[src/pkg/ccs_pkg.sv]
// ==========================================================
// Clock speed control constants
package ccs_pkg;

  // ========================================================
  // Special function register map
  localparam logic [7:0] SFR_CLOCK_SPEED_CONTROL = 8'h8f;
  localparam logic [7:0] CLOCK_SPEED_RESET       = 8'h00;

  // ========================================================
  // Field positions inside clock_speed_control
  localparam int BIT_CAN_SPEED_SEL           = 7;
  localparam int BIT_WATCHDOG_SPEED_SEL      = 6;
  localparam int BIT_COUNTER_ARRAY_SPEED_SEL = 5;
  localparam int BIT_UART_SPEED_SEL          = 4;
  localparam int BIT_TIMER2_SPEED_SEL        = 3;
  localparam int BIT_TIMER1_SPEED_SEL        = 2;
  localparam int BIT_TIMER0_SPEED_SEL        = 1;
  localparam int BIT_CPU_DOUBLE_SPEED        = 0;

  // ========================================================
  // Cycle generator slots: slot 0 is the CPU, slot n is bit n
  localparam int NUM_SLOTS = 8;

  // ========================================================
  // Timing
  localparam int CLK_PERIOD_NS         = 40;
  localparam int OSC_PER_CYCLE_STD     = 12;
  localparam int OSC_PER_CYCLE_X2      = 6;
  localparam int TICKS_PER_CYCLE       = OSC_PER_CYCLE_X2;
  localparam int TICK_CNT_W            = 3;
  localparam logic [2:0] TICK_LAST     = 3'(TICKS_PER_CYCLE - 1);
  // CLK is the oscillator itself: one period per clock cycle
  localparam int OSC_PER_CLK           = 1;
  localparam int WARM_RST_MIN_OSC      = 24;
  localparam int WARM_RST_MIN_CYC      = WARM_RST_MIN_OSC * OSC_PER_CLK;

  // ========================================================
  // UART modes in which the UART speed bit acts
  localparam logic [1:0] UART_MODE_SYNC  = 2'h0;
  localparam logic [1:0] UART_MODE_FIXED = 2'h2;

  // ========================================================
  // Internal warm reset sources
  localparam int NUM_INT_RST = 3;

  typedef struct packed {
    logic [7:0] addr;
    logic [7:0] wdata;
    logic       wr;
    logic       rd;
  } ccs_sfr_req_s;

endpackage : ccs_pkg

[src/design/ccs_cycle_gen.sv]
`timescale 1ns/1ps
// ==========================================================
// Machine or peripheral cycle generator
module ccs_cycle_gen #(
  parameter int CNT_W = ccs_pkg::TICK_CNT_W
) (
  input  wire logic             clk,
  input  wire logic             rst_b,
  input  wire logic             fast,
  input  wire logic             div_rise,
  input  wire logic [CNT_W-1:0] last,
  output logic                  stb_r,
  output logic                  fast_r
);

  logic             tick;
  logic [CNT_W-1:0] cnt_r;

  // Fast rate bypasses the divide-by-two, slow waits for its edge
  assign tick = fast | div_rise;

  // ========================================================
  // Tick counter, six ticks to a cycle
  always_ff @(posedge clk or negedge rst_b) begin
    if (!rst_b) begin
      cnt_r <= '0;
    end else if (tick) begin
      cnt_r <= (cnt_r == last) ? '0 : cnt_r + 1'b1;
    end
  end

  // One-clock strobe at the end of each cycle
  always_ff @(posedge clk or negedge rst_b) begin
    if (!rst_b) begin
      stb_r <= 1'b0;
    end else begin
      stb_r <= tick & (cnt_r == last);
    end
  end

  // Rate in force, visible for status
  always_ff @(posedge clk or negedge rst_b) begin
    if (!rst_b) begin
      fast_r <= 1'b0;
    end else begin
      fast_r <= fast;
    end
  end

endmodule : ccs_cycle_gen

[src/design/ccs_rst_ctrl.sv]
`timescale 1ns/1ps
// ==========================================================
// Warm and cold reset combiner
module ccs_rst_ctrl #(
  parameter int NSRC    = ccs_pkg::NUM_INT_RST,
  parameter int STRETCH = ccs_pkg::WARM_RST_MIN_CYC
) (
  input  wire logic            clk,
  input  wire logic            rst_b,
  input  wire logic            rst_pin,
  input  wire logic [NSRC-1:0] int_req,
  output logic                 sys_rst_r,
  output logic [NSRC:0]        cause_r
);

  localparam logic [4:0] STRETCH_L = 5'(STRETCH);

  logic [4:0] stretch_r;
  logic       any_int;

  assign any_int = |int_req;

  // ========================================================
  // Internal pulses are stretched to a full valid warm reset,
  // since the requester may only pulse for one clock
  always_ff @(posedge clk or negedge rst_b) begin
    if (!rst_b) begin
      stretch_r <= '0;
    end else if (any_int) begin
      stretch_r <= STRETCH_L;
    end else if (stretch_r != 5'h00) begin
      stretch_r <= stretch_r - 5'h01;
    end
  end

  // Reset level follows the pin for as long as it is held
  always_ff @(posedge clk or negedge rst_b) begin
    if (!rst_b) begin
      sys_rst_r <= 1'b1;
    end else begin
      sys_rst_r <= rst_pin | any_int | (stretch_r != 5'h00);
    end
  end

  // Last cause: bit 0 pin, bits above the internal sources
  always_ff @(posedge clk or negedge rst_b) begin
    if (!rst_b) begin
      cause_r <= '0;
    end else if (rst_pin | any_int) begin
      cause_r <= {int_req, rst_pin};
    end
  end

endmodule : ccs_rst_ctrl

[src/design/ccs_clock_speed_ctrl.sv]
`timescale 1ns/1ps
// ==========================================================
// Clock speed control: cycle strobes for CPU and peripherals
//
// How it works
// Speed register at 8Fh, eight select bits
// Double-speed clear: everything at twelve periods
// Double-speed set: CPU six, peripheral bits live
// Cleared peripheral bit gives six periods
// Set peripheral bit keeps twelve periods
// Peripheral bits ignored while double-speed low
// UART bit only in modes 0, 2
// Counter array bit selects its rate
// Register resets to all zeros
// Reset level initialises registers while held
// Internal sources also raise warm reset
// Outside holds reset until supply, oscillator good
// Speed change taken on divided-clock rising edge
// Standard divides by two, double bypasses
// Outside holds reset 24 oscillator periods
// Register fully readable, returns last write
module ccs_clock_speed_ctrl #(
  parameter int NUM_RST_SRC = ccs_pkg::NUM_INT_RST
) (
  input  wire logic                    CLK,
  input  wire logic                    RST_B,
  input  wire logic                    RST_PIN,
  input  wire logic [NUM_RST_SRC-1:0]  INT_RST_REQ,
  input  wire ccs_pkg::ccs_sfr_req_s   SFR_REQ,
  input  wire logic [1:0]              UART_MODE,
  output logic [7:0]                   SFR_RDATA,
  output logic                         SFR_RVALID,
  output logic                         SYS_RST,
  output logic [NUM_RST_SRC:0]         RST_CAUSE,
  output logic                         CPU_X2_ACTIVE,
  output logic                         DIV2_CLK,
  output logic [ccs_pkg::NUM_SLOTS-1:0] CYCLE_STB,
  output logic [ccs_pkg::NUM_SLOTS-1:0] FAST_RATE
);

  // ========================================================
  // Declarations
  logic [7:0]                    speed_r;
  logic [7:0]                    speed_nxt;
  logic [7:0]                    valid_r;
  logic                          phase_r;
  logic                          div_rise;
  logic                          sys_rst_r;
  logic [ccs_pkg::NUM_SLOTS-1:0] fast_sel;
  logic                          uart_bit_live;
  logic                          wr_hit;
  logic                          rd_hit;
  logic [7:0]                    rdata_r;
  logic                          rvalid_r;

  // ========================================================
  // Decode of the one mapped address, shared by read and write
  function automatic logic sfr_hit(input logic [7:0] addr);
    sfr_hit = (addr == ccs_pkg::SFR_CLOCK_SPEED_CONTROL);
  endfunction : sfr_hit

  assign wr_hit = SFR_REQ.wr & sfr_hit(SFR_REQ.addr);
  assign rd_hit = SFR_REQ.rd & sfr_hit(SFR_REQ.addr);

  // ========================================================
  // Reset combiner
  // Pin held by the outside for a valid warm reset, internal
  // sources stretched to the same minimum
  ccs_rst_ctrl #(
    .NSRC    (NUM_RST_SRC),
    .STRETCH (ccs_pkg::WARM_RST_MIN_CYC)
  ) u_rst (
    .clk       (CLK),
    .rst_b     (RST_B),
    .rst_pin   (RST_PIN),
    .int_req   (INT_RST_REQ),
    .sys_rst_r (sys_rst_r),
    .cause_r   (RST_CAUSE)
  );

  // ========================================================
  // Software register
  // Writes are dropped while reset is asserted, so a boot-time
  // write cannot leave the part in double speed unexpectedly
  always_comb begin
    speed_nxt = speed_r;
    if (sys_rst_r) begin
      speed_nxt = ccs_pkg::CLOCK_SPEED_RESET;
    end else if (wr_hit) begin
      speed_nxt = SFR_REQ.wdata;
    end
  end

  always_ff @(posedge CLK or negedge RST_B) begin
    if (!RST_B) begin
      speed_r <= ccs_pkg::CLOCK_SPEED_RESET;
    end else begin
      speed_r <= speed_nxt;
    end
  end

  // ========================================================
  // Read path, one clock after the request
  always_ff @(posedge CLK or negedge RST_B) begin
    if (!RST_B) begin
      rdata_r  <= 8'h00;
      rvalid_r <= 1'b0;
    end else begin
      rdata_r  <= rd_hit ? speed_r : 8'h00;
      rvalid_r <= rd_hit;
    end
  end

  assign SFR_RDATA  = rdata_r;
  assign SFR_RVALID = rvalid_r;

  // ========================================================
  // Divide-by-two of the oscillator
  // Rising edge of the divided clock is the clock on which
  // phase goes from low to high
  always_ff @(posedge CLK or negedge RST_B) begin
    if (!RST_B) begin
      phase_r <= 1'b0;
    end else begin
      phase_r <= ~phase_r;
    end
  end

  assign div_rise = ~phase_r;
  assign DIV2_CLK = phase_r;

  // ========================================================
  // Validated copy of the register
  // Only takes the register on a divided rising edge: a change mid-phase
  // would otherwise cut a slow tick short and glitch the core
  always_ff @(posedge CLK or negedge RST_B) begin
    if (!RST_B) begin
      valid_r <= ccs_pkg::CLOCK_SPEED_RESET;
    end else if (sys_rst_r) begin
      valid_r <= ccs_pkg::CLOCK_SPEED_RESET;
    end else if (div_rise) begin
      valid_r <= speed_r;
    end
  end

  assign CPU_X2_ACTIVE = valid_r[ccs_pkg::BIT_CPU_DOUBLE_SPEED];

  // ========================================================
  // Rate selection per slot
  // UART bit acts only in its synchronous and fixed-rate modes;
  // in the timer-driven modes it follows the CPU rate
  assign uart_bit_live = (UART_MODE == ccs_pkg::UART_MODE_SYNC) |
                         (UART_MODE == ccs_pkg::UART_MODE_FIXED);

  always_comb begin
    fast_sel = '0;
    // CPU: double speed bypasses the divider, else twelve
    fast_sel[0] = valid_r[ccs_pkg::BIT_CPU_DOUBLE_SPEED];
    for (int i = 1; i < ccs_pkg::NUM_SLOTS; i++) begin
      // Bit only counts with double speed on; set keeps twelve
      fast_sel[i] = valid_r[ccs_pkg::BIT_CPU_DOUBLE_SPEED] &
                    ~valid_r[i];
    end
    if (!uart_bit_live) begin
      fast_sel[ccs_pkg::BIT_UART_SPEED_SEL] =
        valid_r[ccs_pkg::BIT_CPU_DOUBLE_SPEED];
    end
  end

  // ========================================================
  // Cycle generators, one per slot
  // Six ticks per cycle: slow ticks every second oscillator
  // period give twelve, fast ticks every period give six
  genvar g;
  generate
    for (g = 0; g < ccs_pkg::NUM_SLOTS; g++) begin : g_slot
      ccs_cycle_gen #(
        .CNT_W (ccs_pkg::TICK_CNT_W)
      ) u_gen (
        .clk      (CLK),
        .rst_b    (RST_B),
        .fast     (fast_sel[g]),
        .div_rise (div_rise),
        .last     (ccs_pkg::TICK_LAST),
        .stb_r    (CYCLE_STB[g]),
        .fast_r   (FAST_RATE[g])
      );
    end
  endgenerate

  // ========================================================
  // Reset out
  // Peripherals and core see the combined level; generators
  // keep running during reset so clocks are alive at release
  always_ff @(posedge CLK or negedge RST_B) begin
    if (!RST_B) begin
      SYS_RST <= 1'b1;
    end else begin
      SYS_RST <= sys_rst_r;
    end
  end

endmodule : ccs_clock_speed_ctrl

[config.mk]
export PLATFORM = sky130hd
export DESIGN_NAME = ccs_clock_speed_ctrl
export DESIGN_NICKNAME = d
export VERILOG_FILES = /design/src/pkg/ccs_pkg.sv /design/src/design/ccs_cycle_gen.sv /design/src/design/ccs_rst_ctrl.sv /design/src/design/ccs_clock_speed_ctrl.sv
export SDC_FILE = /design/constraint.sdc
export NUM_CORES = 1
export LEC_CHECK = 0
export ABC_AREA = 1
export BUFFER_PORTS_ARGS = -buffer_cell sky130_fd_sc_hd__buf_2
export CAP_MARGIN = 20
export CORE_MARGIN = 2
export CORE_UTILIZATION = 50
export DETAILED_ROUTE_END_ITERATION = 8
export PLACE_DENSITY = 0.82
export RECOVER_POWER = 100
export SYNTH_ARGS = -nofsm -noshare
export SYNTH_HDL_FRONTEND = slang
export SYNTH_SLANG_ARGS = --single-unit
[constraint.sdc]
create_clock -name CLK -period 1.5 [get_ports CLK]
set_clock_uncertainty 0.2 [all_clocks]
set_input_delay 0.3 -clock CLK [delete_from_list [all_inputs] [get_ports CLK]]
set_output_delay 0.3 -clock CLK [all_outputs]
set_load 0.01 [all_outputs]
==> reports/metrics.cfg <==
[route]
drtIter0Drc = 108
drt-pass1-iter-count = 4
via_per_inst = 4.80
drt-wirelength-per-cell_um = 12.2
wl_mm = 6.00
drtAntennaViolNets = 0
vias = 2364
drc_errors = 0

[place]
portBuffers = 56
dp_slack_ns = 0.0367
place_congestion = 0.749
dp_hpwl_mm = 4.20

[logic_synthesis]
syn_area_um2 = 3200
synth_nets = 365
synth_area_leaders = dfrtp_1, nor2_1, nand2_1
synth.ff_latch_count = 77
syn_inst = 338
ys_types = 24
yosysSeqAreaShare_pct = 60.2
yosysTopAreaCell = dfrtp_1
synth.top_cell.area_share_pct = 58.6
yosys_warnings = 0
synth_area_per_cell_um2 = 9.48

[setup_path]
cp.buffers_inverters = 1
path_delay_family = flip-flops
cp_slowest_stage_delay_ns = 0.54
arrival_ns = 0.98
regToRegStartpoint = DIV2_CLK$_DFF_PN0_
cp-start-kind = register
critPathKind = register to primary output
crit_path_max_fanout = 1
crit_slowest_cell = dfstp_2
required_ns = 1.00
setup.worst_path.start = SYS_RST$_DFF_PN1_
end_kind = primary output
path_cells = buf_6

[pwr]
irDropWorstVdd_mv = 0.718
p_int_mw = 3.26
pwr-share-clk_pct = 45.4
pwr-share-seq_pct = 50.9
power_density_nw_per_um2 = 1070
combPwrFrac_pct = 3.7
net-switching-power_uw = 854
power_mw = 4.11
netSwitchingFraction_pct = 20.8
p_leak_nw = 1.93

[worst_hold_path]
hp-class = input port to register
hold_path_startpoint = UART_MODE[0]

[clock_tree]
clock_latency_ns = 0.36
cts_sinks = 77
tritoncts = yes
clk_path_buf_depth = 2
cts-root-buf = clkbuf_8
clk_pin_slew_ns = 0.08
htree_levels = 3
cts_buffers = 9

[timing]
period_share_pct = 98.8
fmax_mhz = 675
rsz0062_at_grt = yes
setup_viol = 0
worst_slew_pin_slew_ns = 0.545
slew_viol_final = 0
slew-limit-headroom_pct = 63.6
hold_viol = 0
finalWorstSetupSlack_ns = 0.0183
min_period_ns = 1.48

[layout]
diodes = 0
finalNetCount = 437
layout_commonest_cell = dfrtp_1
drive_gt1_share_pct = 19.8
final_cell_mix = dfrtp_1, nor2_1, nand2_1, inv_1, clkbuf_1
area_delta_synth_final_pct = 19.8

[die]
die_w_um = 84.0
dieArea_um2 = 7060
initial_core_util_pct = 51.0
die_h_um = 84.0
core_area_um2 = 6280
rows = 29
io_pins = 58

[grt]
grt_pass1_wl_mm = 10.3
grt_util_all_layers_pct = 18.3
grt_max_degree = 43
antenna_found_initial = 0
grt_overflow = 0
grt_pass1_vias = 2356

[outcome]
status = completed

[job]
max_cap_viol_count = 0

state kept, by name, indices dropped and copies added (netlist names):
signal / count
speed_r: 8
g_slot.u_gen.cnt_r: 24
SFR_RVALID: 1
g_slot.u_gen.fast_r: 8
u_rst.stretch_r: 5
g_slot.u_gen.stb_r: 8
u_rst.sys_rst_r: 1
SFR_RDATA: 8
SYS_RST: 1
valid_r: 8
u_rst.cause_r: 4
DIV2_CLK: 1
area by class of cell:
| cell class | instances | area, um^2 |
|---|---|---|
| clock inverters | 6 | 111 |
| well taps | 77 | 96.3 |
| clock buffers | 10 | 128 |
| repair buffers | 80 | 460 |
| fillers | 547 | 2440 |
| multi-input cells | 192 | 918 |
| inverters | 50 | 190 |
| flip-flops and latches | 77 | 1930 |
power groups by stage:
stage	sequential, mW	combinational, mW	clock, mW
2_1_floorplan	2.14	0.0339	0
3_3_place_gp	2.13	0.131	0
3_5_place_dp	2.13	0.136	0
4_1_cts	2.09	0.155	1.88
5_1_grt	2.09	0.174	1.96
6_report	2.09	0.151	1.86
per-layer routing:
layer | up-vias | wire length [um] | global-route usage (%)
met5 | - | 0 | 0
met4 | 0 | 131 | 9.68
met3 | 12 | 308 | 4.15
met2 | 61 | 2970 | 31.0
met1 | 1123 | 2590 | 21.7
li1 | 1168 | - | -
path summary, 6_finish.rpt:
path	to	slack [ns]	cells past startpoint
setup / recovery	SYS_RST	0.02	1
hold / removal	g_slot[4].u_gen.fast_r$_DFF_PN0_	0.02	5
setup reg to reg	valid_r[2]$_DFFE_PN0P_	0.06	3
hold reg to reg	g_slot[3].u_gen.fast_r$_DFF_PN0_	0.27	1
max in group asynchronous	valid_r[0]$_DFFE_PN0P_	0.18	3
min in group asynchronous	SFR_RVALID$_DFF_PN0_	0.11	2
through the flow:
step | cell area, um^2 | std cells | utilization (%) | setup TNS [ns] | hold WS (ns)
4_1_cts | 3860 | 485 | 61.5 | -0.00318 | 0.00435
6_report | 3840 | 492 | 61.1 | 0 | 0.0165
5_1_grt | 3840 | 492 | 61.1 | -0.00356 | 0.0263
3_5_place_dp | 3520 | 460 | 56.1 | 0 | -0.0446
2_1_floorplan | 3200 | 338 | - | 0 | -0.196
3_3_place_gp | 3520 | 460 | 56.1 | 0 | -0.0444
logic make-up (layout without fill, tap and decap cells):
family	Yosys count	in the layout	share of synthesized area, %
XOR/XNOR	4	4	1.09
AND/OR/NAND/NOR	149	149	19.1
flip-flops	77	77	60.2
AO/OA/AOI/OAI	32	32	6.56
multiplexers	6	6	2.11
adder cells (fa/ha/maj)	1	1	0.391
buffers and inverters	69	146	10.5
Yosys cell counts (all sizes together):
cell type  number
dfrtp          75
nor2           72
nand2          54
inv            50
o21ai          23
buf            19
nand3          14
a21oi           7
nor3            7
mux2            6
xor2            4
dfstp           2
a211oi          1
a21boi          1
ha              1
nand3b          1
nand4           1
what timing repair did:
| item | CTS | global route |
|---|---|---|
| hold buffers | 9 | 0 |
| hold endpoints to repair | 84 | 0 |
| setup endpoints to repair | 5 | 8 |
| buffers inserted | 0 | 7 |
| pin swaps | 0 | 5 |
| gates resized for setup | 4 | 5 |
No activity file was read; power rests on OpenSTA's default activity.
